==> src/rtl/alu_pkg.sv <==
// package: opcodes, flag positions, reset values and carriers for the alu block
package alu_pkg;
   localparam int DATA_W = 8;
   localparam logic [3:0] NIBBLE_MAX = 4'h9;
   localparam logic [3:0] NIBBLE_FIX = 4'h6;
   localparam logic [7:0] ACC_RST = 8'h00;
   localparam logic [7:0] ONE = 8'h01;
   localparam int WATCHDOG_W = 16;
   localparam logic [15:0] WATCHDOG_RST = 16'h0000;
   localparam logic [7:0] PRESC_RST = 8'h00;
   localparam int MEM_AW = 4;

   typedef enum logic [2:0] {
      OP_NONE,
      OP_CPLA,
      OP_ADJUST,
      OP_SUB_MEM,
      OP_SUB_ACC,
      OP_HALT,
      OP_INC,
      OP_INCA
   } op_t;

   // instruction request with its operand address
   typedef struct packed {
      logic valid;
      op_t op;
      logic [3:0] addr;
   } req_t;

   // status flags held by the block
   typedef struct packed {
      logic carry;
      logic nibble_half_flag;
      logic zero;
      logic sleep_entered_flag;
      logic watchdog_expiry_flag;
   } flags_t;
endpackage

==> src/rtl/alu_data_mem.sv <==
// small data memory with registered read port
`timescale 1ns/100ps
module alu_data_mem (
   // clock
   input wire logic clk_sys,
   // write port
   input wire logic wr_en,
   input wire logic [3:0] wr_addr,
   input wire logic [7:0] wr_data,
   // read port
   input wire logic [3:0] rd_addr,
   output logic [7:0] rd_data
);
   logic [7:0] mem [0:15];

   // no reset on storage: contents survive sleep and reset alike
   always_ff @(posedge clk_sys) begin
      if (wr_en) begin
         mem[wr_addr] <= wr_data;
      end
      rd_data <= mem[rd_addr];
   end
endmodule

==> src/rtl/alu_incdec_bcd.sv <==
// execution datapath for complement, decimal adjust, increment and sleep
// ***************************************************************
// Notes on behaviour
// - complement takes the inverted operand into acc, memory kept, zero updated.
// - decimal adjust adds 6 to the low nibble if above 9 or half flag set.
// - decimal adjust adds 6 to the high nibble if above 9 or carry set.
// - decimal adjust writes acc plus 00/06/60/66 hex to memory, not acc.
// - decimal adjust changes only carry, set when the sum passes 99.
// - memory decrement writes operand minus one back and updates zero.
// - decrement to acc puts operand minus one in acc, memory kept.
// - sleep stops execution and gates the system clock off.
// - sleep keeps all memory and the acc contents.
// - sleep clears the watchdog timer and its prescaler.
// - sleep sets the sleep flag and clears the expiry flag only.
// - memory increment writes operand plus one back and updates zero.
// - increment to acc puts operand plus one in acc, memory kept.
// ***************************************************************
`timescale 1ns/100ps
module alu_incdec_bcd (
   // clock and reset
   input wire logic clk_sys,
   input wire logic sys_rst,
   // instruction request
   input wire alu_pkg::req_t req,
   // flag, acc and memory preload, wake and watchdog tick
   input wire logic flags_load,
   input wire alu_pkg::flags_t flags_in,
   input wire logic acc_load,
   input wire logic [7:0] acc_in,
   input wire logic mem_load,
   input wire logic [3:0] mem_load_addr,
   input wire logic [7:0] mem_load_data,
   input wire logic wake,
   input wire logic watchdog_tick,
   // results
   output logic [7:0] acc,
   output alu_pkg::flags_t flags,
   output logic [7:0] mem_rd_data,
   output logic done,
   output logic busy,
   output logic sleeping,
   output logic sys_clk_en,
   output logic [15:0] watchdog_timer
);
   // ***************************************************************
   // state machine
   // ***************************************************************
   typedef enum logic [1:0] {ST_IDLE, ST_READ, ST_EXEC, ST_SLEEP} st_t;
   st_t state_reg, state_next;
   alu_pkg::req_t cur_reg;
   logic [7:0] acc_reg;
   alu_pkg::flags_t flags_reg;
   logic done_reg;
   logic [15:0] watchdog_reg;
   logic [7:0] presc_reg;
   logic [7:0] operand;
   logic [7:0] mem_q;

   // decode used for the write-back choice between memory and acc
   function automatic logic to_mem(input alu_pkg::op_t op);
      to_mem = (op == alu_pkg::OP_ADJUST) || (op == alu_pkg::OP_SUB_MEM) ||
               (op == alu_pkg::OP_INC);
   endfunction

   // ***************************************************************
   // datapath
   // ***************************************************************
   wire logic [7:0] inv_res = ~operand;
   wire logic [7:0] sub_res = operand - alu_pkg::ONE;
   wire logic [7:0] inc_res = operand + alu_pkg::ONE;
   wire logic lo_fix = (acc_reg[3:0] > alu_pkg::NIBBLE_MAX) ||
                       flags_reg.nibble_half_flag;
   wire logic [4:0] lo_sum = {1'b0, acc_reg[3:0]} +
                             {1'b0, (lo_fix ? alu_pkg::NIBBLE_FIX : 4'h0)};
   // high nibble test sees the low-nibble carry, as a decimal sum must
   wire logic [4:0] hi_base = {1'b0, acc_reg[7:4]} + {4'h0, lo_sum[4]};
   wire logic hi_fix = (hi_base > {1'b0, alu_pkg::NIBBLE_MAX}) ||
                       flags_reg.carry;
   wire logic [4:0] hi_sum = hi_base +
                             {1'b0, (hi_fix ? alu_pkg::NIBBLE_FIX : 4'h0)};
   wire logic [7:0] adjust_res = {hi_sum[3:0], lo_sum[3:0]};
   wire logic adjust_carry = hi_sum[4] | flags_reg.carry;

   logic [7:0] result;
   always_comb begin
      case (cur_reg.op)
         alu_pkg::OP_CPLA: result = inv_res;
         alu_pkg::OP_ADJUST: result = adjust_res;
         alu_pkg::OP_SUB_MEM, alu_pkg::OP_SUB_ACC: result = sub_res;
         alu_pkg::OP_INC, alu_pkg::OP_INCA: result = inc_res;
         default: result = operand;
      endcase
   end

   wire logic exec = (state_reg == ST_EXEC);
   wire logic is_halt = exec && (cur_reg.op == alu_pkg::OP_HALT);
   wire logic wr_mem = exec && to_mem(cur_reg.op);
   wire logic wr_acc = exec && !to_mem(cur_reg.op) &&
                       (cur_reg.op != alu_pkg::OP_HALT) &&
                       (cur_reg.op != alu_pkg::OP_NONE);
   wire logic upd_zero = exec && (cur_reg.op != alu_pkg::OP_ADJUST) &&
                         (cur_reg.op != alu_pkg::OP_HALT) &&
                         (cur_reg.op != alu_pkg::OP_NONE);
   // loads land only in idle, so they never race a write-back
   wire logic mem_we = wr_mem || (mem_load && state_reg == ST_IDLE);
   wire logic [3:0] mem_wa = wr_mem ? cur_reg.addr : mem_load_addr;
   wire logic [7:0] mem_wd = wr_mem ? result : mem_load_data;
   wire logic [3:0] mem_ra = (state_reg == ST_IDLE) ? req.addr : cur_reg.addr;
   assign operand = mem_q;

   alu_data_mem u_mem (
      .clk_sys(clk_sys),
      .wr_en(mem_we),
      .wr_addr(mem_wa),
      .wr_data(mem_wd),
      .rd_addr(mem_ra),
      .rd_data(mem_q)
   );

   // ***************************************************************
   // sequencing
   // ***************************************************************
   // a valid held past idle is taken again as a new request
   always_comb begin
      state_next = state_reg;
      case (state_reg)
         ST_IDLE: if (req.valid) state_next = ST_READ;
         ST_READ: state_next = ST_EXEC;
         ST_EXEC: state_next = is_halt ? ST_SLEEP : ST_IDLE;
         ST_SLEEP: if (wake) state_next = ST_IDLE;
         default: state_next = ST_IDLE;
      endcase
   end

   always_ff @(posedge clk_sys) begin
      if (sys_rst) begin
         state_reg <= ST_IDLE;
         cur_reg <= '0;
         done_reg <= 1'b0;
      end else begin
         state_reg <= state_next;
         done_reg <= exec;
         if (state_reg == ST_IDLE && req.valid) begin
            cur_reg <= req;
         end
      end
   end

   // acc and flags hold through sleep: nothing writes them there
   always_ff @(posedge clk_sys) begin
      if (sys_rst) begin
         acc_reg <= alu_pkg::ACC_RST;
         flags_reg <= '0;
      end else begin
         if (wr_acc) begin
            acc_reg <= result;
         end else if (acc_load && state_reg == ST_IDLE) begin
            acc_reg <= acc_in;
         end
         if (flags_load && state_reg == ST_IDLE) begin
            flags_reg <= flags_in;
         end
         if (upd_zero) begin
            flags_reg.zero <= (result == 8'h00);
         end
         if (exec && cur_reg.op == alu_pkg::OP_ADJUST) begin
            flags_reg.carry <= adjust_carry;
         end
         if (is_halt) begin
            flags_reg.sleep_entered_flag <= 1'b1;
            flags_reg.watchdog_expiry_flag <= 1'b0;
         end
      end
   end

   // ***************************************************************
   // watchdog and prescaler
   // ***************************************************************
   // prescaler wrap carries one count into the timer
   always_ff @(posedge clk_sys) begin
      if (sys_rst || is_halt) begin
         presc_reg <= alu_pkg::PRESC_RST;
         watchdog_reg <= alu_pkg::WATCHDOG_RST;
      end else if (watchdog_tick) begin
         presc_reg <= presc_reg + 8'h01;
         if (presc_reg == 8'hff) begin
            watchdog_reg <= watchdog_reg + 16'h0001;
         end
      end
   end

   // ***************************************************************
   // outputs
   // ***************************************************************
   // busy, sleep and clock enable built from state_next so each lines up with the state
   logic busy_reg, sleep_reg, clk_en_reg;
   logic [7:0] mem_out_reg;
   always_ff @(posedge clk_sys) begin
      if (sys_rst) begin
         busy_reg <= 1'b0;
         sleep_reg <= 1'b0;
         clk_en_reg <= 1'b1;
         mem_out_reg <= 8'h00;
      end else begin
         busy_reg <= (state_next == ST_READ) || (state_next == ST_EXEC);
         sleep_reg <= (state_next == ST_SLEEP);
         clk_en_reg <= (state_next != ST_SLEEP);
         mem_out_reg <= mem_q;
      end
   end

   assign acc = acc_reg;
   assign flags = flags_reg;
   assign done = done_reg;
   assign busy = busy_reg;
   assign sleeping = sleep_reg;
   assign sys_clk_en = clk_en_reg;
   assign watchdog_timer = watchdog_reg;
   assign mem_rd_data = mem_out_reg;
endmodule

==> config.mk <==
export PLATFORM = sky130hd
export DESIGN_NAME = alu_incdec_bcd
export DESIGN_NICKNAME = d
export VERILOG_FILES = /design/src/rtl/alu_pkg.sv /design/src/rtl/alu_data_mem.sv /design/src/rtl/alu_incdec_bcd.sv
export SDC_FILE = /design/constraint.sdc
export NUM_CORES = 1
export LEC_CHECK = 0
export ABC_CLOCK_PERIOD_IN_PS = 4600
export BUFFER_PORTS_ARGS = -buffer_cell sky130_fd_sc_hd__buf_2
export CAP_MARGIN = 10
export CORE_MARGIN = 2
export CORE_UTILIZATION = 39
export CTS_CLUSTER_DIAMETER = 40
export DETAILED_ROUTE_END_ITERATION = 7
export HOLD_SLACK_MARGIN = 0.02
export PLACE_DENSITY_LB_ADDON = 0.3
export RECOVER_POWER = 25
export SLEW_MARGIN = 20
export SYNTH_ARGS = -nofsm -noshare
export SYNTH_HDL_FRONTEND = slang
export SYNTH_SLANG_ARGS = --single-unit
==> constraint.sdc <==
create_clock -name clk_sys -period 4.6 [get_ports clk_sys]
set_input_delay 0 -clock clk_sys [delete_from_list [all_inputs] [get_ports clk_sys]]
set_output_delay 0 -clock clk_sys [all_outputs]
set_load 0.1 [all_outputs]
After elaboration in Yosys (flattened, before gate mapping)
Memories as Yosys holds them, arrays and structs flattened. A register that Yosys moved wholly into a read port is not among the register bits.
Index checks and enable logic that the tools add are counted.
- output and inout port bits: 41
- memories: 1
- bits in writable memories: 128
- register bits after elaboration: 58
- memories (memory ; depth ; width ; rd ports ; clocked after memory_dff ; wr ports ; line ; source):
    u_mem.mem ; 16 ; 8 ; 1 ; 1 ; 1 ; alu_data_mem.sv:14 ; logic [7:0] mem [0:15];
- equality and inequality tests: 17
- mux-type cells: 18
- magnitude comparators: 2
- bitwise logic cells: 2
- $add $sub $neg: 7
- reduce and logical (&&, ||, !) cells: 32
- operators with widths (operator ; number):
    $pmux 8 s4 ; 1
    $mux 8 ; 3
    $add 16x1->16 const B ; 1
    $add 8x1->8 const B ; 2
    $logic_and 1x1->1 ; 13
    $eq 3x3->1 const B ; 4
    $eq 2x2->1 const B ; 4
    $eq 8x8->1 const B ; 1
    $logic_not 8->1 ; 1
    $mux 2 ; 4
    $mux 4 ; 2
    $not 8->8 ; 1
    $pmux 2 s4 ; 1
    $reduce_bool 2->1 ; 4
    $sub 8x1->8 const B ; 1
    $logic_or 1x1->1 ; 7
    $eq 3x2->1 const B ; 2
    $mux 3 ; 2
    $reduce_or 2->1 ; 3
    $add 4x1->5 ; 1
    $add 4x3->5 ; 1
    $add 5x3->5 ; 1
    $gt 5x4->1 const B ; 1
    $mux 5 ; 1
    12 further kinds ; 16

Logic depth before layout (Yosys ltp)
- depth in word-level cells: 12
- gate-level depth with buffers: 17
- gate-level depth less buffers: 17

By module
A second synthesis with hierarchy kept.
- cells, all modules: 671
- area, all modules: 8773.4 µm²
- by module, submodules not included (module ; times used ; cells an instance ; area each (µm²)):
    alu_data_mem ; 1 ; 229 ; 5147.4
    alu_incdec_bcd ; 1 ; 442 ; 3626.0

Least setup slack after synthesis
OpenSTA, ideal clock, no wires.
- kind: register to register
- start: register acc_reg[3] (netlist: acc[3])
- end: memory u_mem.mem[0][7] (data pin)
- cell stages (with the launch flop): 18
- setup slack: 178 ps
- library setup time: 285 ps
- arrival time: 4137 ps
- clock period less this slack: 4422 ps
- path buffers: 0
- cells stage by stage: dfxtp_1 -> o21ai_0 -> nand2b_1 -> ha_1 -> a21oi_1 -> nor2b_1 -> ha_1 -> nand3_1 -> xor2_1 -> o21ai_0 -> a211o_1 -> ha_1 -> ha_1 -> a21o_1 -> nand2_1 -> a31oi_1 -> a221o_1 -> mux2_2
- word-level cells in the longest chain between the ends: 11
- ends and longest elaborated chain (what ; line ; source):
    start, declared ; alu_incdec_bcd.sv:51 ; logic [7:0] acc_reg;
    start signal, assigned ; alu_incdec_bcd.sv:152 ; acc_reg <= alu_pkg::ACC_RST;
    start signal, assigned ; alu_incdec_bcd.sv:156 ; acc_reg <= result;
    start signal, assigned ; alu_incdec_bcd.sv:158 ; acc_reg <= acc_in;
    $gt 4x4->1 ; alu_incdec_bcd.sv:71 ; wire logic lo_fix = (acc_reg[3:0] > alu_pkg::NIBBLE_MAX) ||
    $logic_or 1x1->1 ; alu_incdec_bcd.sv:71 ;
    $mux 3 ; alu_incdec_bcd.sv:74 ; {1'b0, (lo_fix ? alu_pkg::NIBBLE_FIX : 4'h0)};
    $add 4x3->5 * ; alu_incdec_bcd.sv:73 ; wire logic [4:0] lo_sum = {1'b0, acc_reg[3:0]} +
    $add 4x1->5 * ; alu_incdec_bcd.sv:76 ; wire logic [4:0] hi_base = {1'b0, acc_reg[7:4]} + {4'h0, lo_sum[4]};
    $gt 5x4->1 ; alu_incdec_bcd.sv:77 ; wire logic hi_fix = (hi_base > {1'b0, alu_pkg::NIBBLE_MAX}) ||
    $logic_or 1x1->1 ; alu_incdec_bcd.sv:77 ;
    $mux 3 ; alu_incdec_bcd.sv:80 ; {1'b0, (hi_fix ? alu_pkg::NIBBLE_FIX : 4'h0)};
    $add 5x3->5 * ; alu_incdec_bcd.sv:79 ; wire logic [4:0] hi_sum = hi_base +
    $pmux 8 s4 * ; alu_incdec_bcd.sv:86 ; case (cur_reg.op)
    $mux 8 * ; alu_incdec_bcd.sv:107 ; wire logic [7:0] mem_wd = wr_mem ? result : mem_load_data;
    via mem_wd[7] ; alu_incdec_bcd.sv:107 ;
    end, declared ; alu_data_mem.sv:14 ;
The timed path passes the listed nets; every way through them passes the cells marked *.

Worst setup path after layout
- start: register acc_reg[2] (netlist: acc[2])
- end: memory u_mem.mem[2][7] (data pin)
Same word-level chain as after synthesis.

==> key figures <==
Run status
  – Run status: complete, no violations

Hold path
  – Worst min-delay path class: primary input to flop
  – Startpoint of the most critical hold path: sys_rst

Timing
  – Final Max Tran Viols: 0
  – Setup repair after global routing missed its margin: no
  – Worst Tran Pin Value: 1.20 ns
  – Relative max-transition margin: 0.207
  – Tmin final: 4.16 ns
  – Worst setup margin: 0.439 ns
  – Final setup fails: 0
  – Setup clock skew after layout: 0.0161 ns
  – Ratio of final minimum period to clock period: 0.905
  – Setup TNS Final: 0 ns
  – Number of hold violations in the final report: 0
  – Maximum operating frequency: 240 MHz

Routing
  – Avg Vias per Cell: 5.48
  – Number of remaining DRC errors: 0
  – Post-detailed-route count of antenna-violating nets: 0
  – DR vias: 5,958
  – Number of optimization iterations in the first detailed-route pass: 5
  – Drt first-iter violations: 483
  – Total wire length: 20.7 mm
  – Detail-routed net length per standard cell: 19.0 µm

Pwr
  – Leakage power total: 3.53 nW
  – Power density normalized to cell area: 395 nW/µm²
  – Sum of internal, switching and leakage power: 0.00406 W
  – Max IR drop VDD: 0.247 mV

CTS
  – Clk buf depth: 2
  – Post-cts resize count: 0
  – Clock tree from TritonCTS: yes
  – # clock sinks: 194
  – Clock root buffer: clkbuf_16
  – Number of levels the H-tree was split into: 4
  – Worst skew pair latency: 0.44 ns
  – Number of buffers created by CTS: 17
  – Clock transition at the register clock pins on the worst setup and hold paths after CTS: 0.08 ns

Setup path
  – Cell with the largest stage delay on the worst path: mux2_2
  – Cell depth of the worst flop-to-flop path: 17
  – FF-to-FF Start: acc[2]$_SDFFE_PP0P_
  – Cell breakdown of the critical path: o21ai_0 -> nand2b_1 -> ha_1 -> a21oi_1 -> nor2b_1 -> ha_1 -> nand3_1 -> xor2_1 -> o21ai_0 -> a211o_1 -> ha_1 -> ha_1 -> a21o_1 -> nand2_1 -> a31oi_1 -> a221o_1 -> mux2_2
  – Max stage delay on crit path: 0.42 ns
  – Launch point of the critical path: acc[2]$_SDFFE_PP0P_
  – Max FO, Critical Path: 16
  – Required arrival time at the worst endpoint: 4.73 ns
  – CP Launch Type: flop
  – Critical R2R Capture: u_mem.mem[2][7]$_DFFE_PP_
  – Critical path arrival: 4.29 ns
  – Most numerous cell on the critical path: ha_1
  – Startpoint-to-endpoint class of the critical path: flop to flop
  – Slack of the worst reg-to-reg path: 0.44 ns
  – Critical path destination: u_mem.mem[2][7]$_DFFE_PP_
  – Sort of element at the end of the critical path: flop

Run
  – Number of max-cap violations: 0

Finish
  – Net total in the final layout: 851
  – Top reg by flops: u_mem.mem
  – Top library cells by usage in the layout, fill and taps aside: edfxtp_1 (128), dfxtp_1 (66), nor2_1 (58)
  – Number of filler cells placed in the layout: 1,947
  – Sequential cell area: 5160 µm²
  – Count of inserted antenna diode cells: 0
  – Post-route standard cell area excluding fillers: 10,300 µm²
  – Ratio of cells with drive above 1 in the final layout: 0.160
  – Most common cell after layout, fill and taps aside: edfxtp_1
  – Layout-stage area growth over the synthesis result: 17.2%
  – Area of the multi-input gates: 3430 µm²
  – Flip-flop count of the largest register, all copies and words added: 128

Synthesis
  – Proportion of synthesized flip-flops having asynchronous set or reset: 0
  – #FFs+latches synth: 194
  – Flip-flop cell with the highest count after synthesis: edfxtp_1
  – Number of nets in the synthesized netlist: 741
  – Register area share after synthesis: 0.589
  – Post-synth EDFFs: 128
  – Syn Std Cell Area: 8770 µm²
  – Number of cells produced by synthesis: 684
  – Mean instance size in the synthesized netlist: 12.8 µm²
  – Count of cell types in the netlist: 62
  – Number of warnings issued by yosys: 0

Global route
  – Vias in the first global route: 5,797
  – Pin count of the biggest net entering global routing: 29
  – Wire length of the first global-routing pass: 32.5 mm
  – Number of antenna violations at the first check in global routing: 0
  – Global route overflow: 0
  – GRT Overall Usage: 0.180

Floorplanning
  – Number of top-level design ports: 81
  – Placeable Area: 22,000 µm²
  – Floorplan die area: 23,700 µm²
  – Effective utilization at floorplan: 0.399
  – Height of the chip: 154 µm
  – FP Rows: 54
  – Die outline width: 154 µm

Placed design
  – Count of input and output buffers: 80
  – Setup slack at placement: 0.520 ns
  – Last weighted congestion value of the routability-driven placer: 0.899
  – Placed Area: 9560 µm²
  – Detailed placer's ending HPWL: 14.0 mm
==> kinds of logic (layout without fill, tap and decap cells) <==
kind of cell,Yosys count,after routing,share of synthesized area
AOI/OAI and AO/OA,120,120,0.0888
DFF,194,194,0.589
xor gates and xnor gates,26,26,0.0260
adders and majority gates,17,17,0.0260
muxes,61,61,0.116
buffers and inverters,43,166,0.0220
and+or+nand+nor,223,223,0.132
==> cells in the mapped netlist, types with 16 or more instances <==
cell type	instances	share of area
dfxtp_1	66	0.15
clkbuf_1	19	0.0081
edfxtp_1	128	0.44
nor2b_1	31	0.022
a211oi_1	21	0.018
nor2_1	57	0.024
mux2i_1	25	0.029
a21oi_1	32	0.018
mux4_2	32	0.082
nand2_1	50	0.021
nor3_1	16	0.0091
o21ai_0	24	0.014
==> final cells by class <==
| class | count | area share |
|---|---|---|
| well taps | 280 | 0.0341 |
| repair buffers | 123 | 0.0711 |
| inverters | 11 | 0.00402 |
| multi-input cells | 447 | 0.334 |
| clock buffers | 23 | 0.0477 |
| flip-flops and latches | 194 | 0.503 |
| clock inverters | 9 | 0.00658 |
==> worst max-delay path, delay by kind of cell, from the launching register on <==
kind	cells	cell delay (ns)
multiplexers	1	0.42
XOR/XNOR	1	0.38
AND/OR/NAND/NOR	4	0.36
flip-flops	1	0.37
AO/OA/AOI/OAI	7	1.39
adder cells (fa/ha/maj)	4	0.93
==> stage by stage <==
step | utilization | hold slack (ns) | std cells
2_1_floorplan | - | 0.136 | 684
3_3_place_gp | 0.435 | 0.240 | 1032
3_5_place_dp | 0.435 | 0.261 | 1032
4_1_cts | 0.471 | 0.0255 | 1087
5_1_grt | 0.468 | 0.0570 | 1087
6_report | 0.468 | 0.0532 | 1087
==> power breakdown <==
| part | switching (W) | leakage, nW | internal (W) |
|---|---|---|---|
| clock | 0.000645 | 0.273 | 0.000763 |
| combinational | 0.000445 | 1.56 | 0.000241 |
| sequential | 0.0000544 | 1.70 | 0.00191 |
| total | 0.00114 | 3.53 | 0.00292 |
==> timing repair <==
action,CTS,global route
hold buffers,23,0
hold endpoints to repair,27,0
setup buffers,0,0
==> routing by layer <==
layer / vias to the layer above / part of all wire / track usage
met4: 0 / 0.023 / 0.0650
met1: 2914 / 0.44 / 0.236
met3: 31 / 0.059 / 0.0392
met2: 195 / 0.48 / 0.296
met5: - / 0 / 0
li1: 2818 / - / -
==> worst min-delay path by stage <==
| stage | endpoint | slack [ns] | depth (start not counted) |
|---|---|---|---|
| 2_1_floorplan | cur_reg[1]$_SDFFE_PP0P_ | 0.14 | 2 |
| 3_3_place_gp | flags[3]$_SDFFE_PP0P_ | 0.24 | 3 |
| 3_5_place_dp | flags[3]$_SDFFE_PP0P_ | 0.26 | 3 |
| 4_1_cts | mem_rd_data[2]$_SDFF_PP0_ | 0.03 | 2 |
| 5_1_grt | mem_rd_data[0]$_SDFF_PP0_ | 0.06 | 2 |
| 6_report | mem_rd_data[3]$_SDFF_PP0_ | 0.05 | 2 |
(Power assumes the default switching activity.)
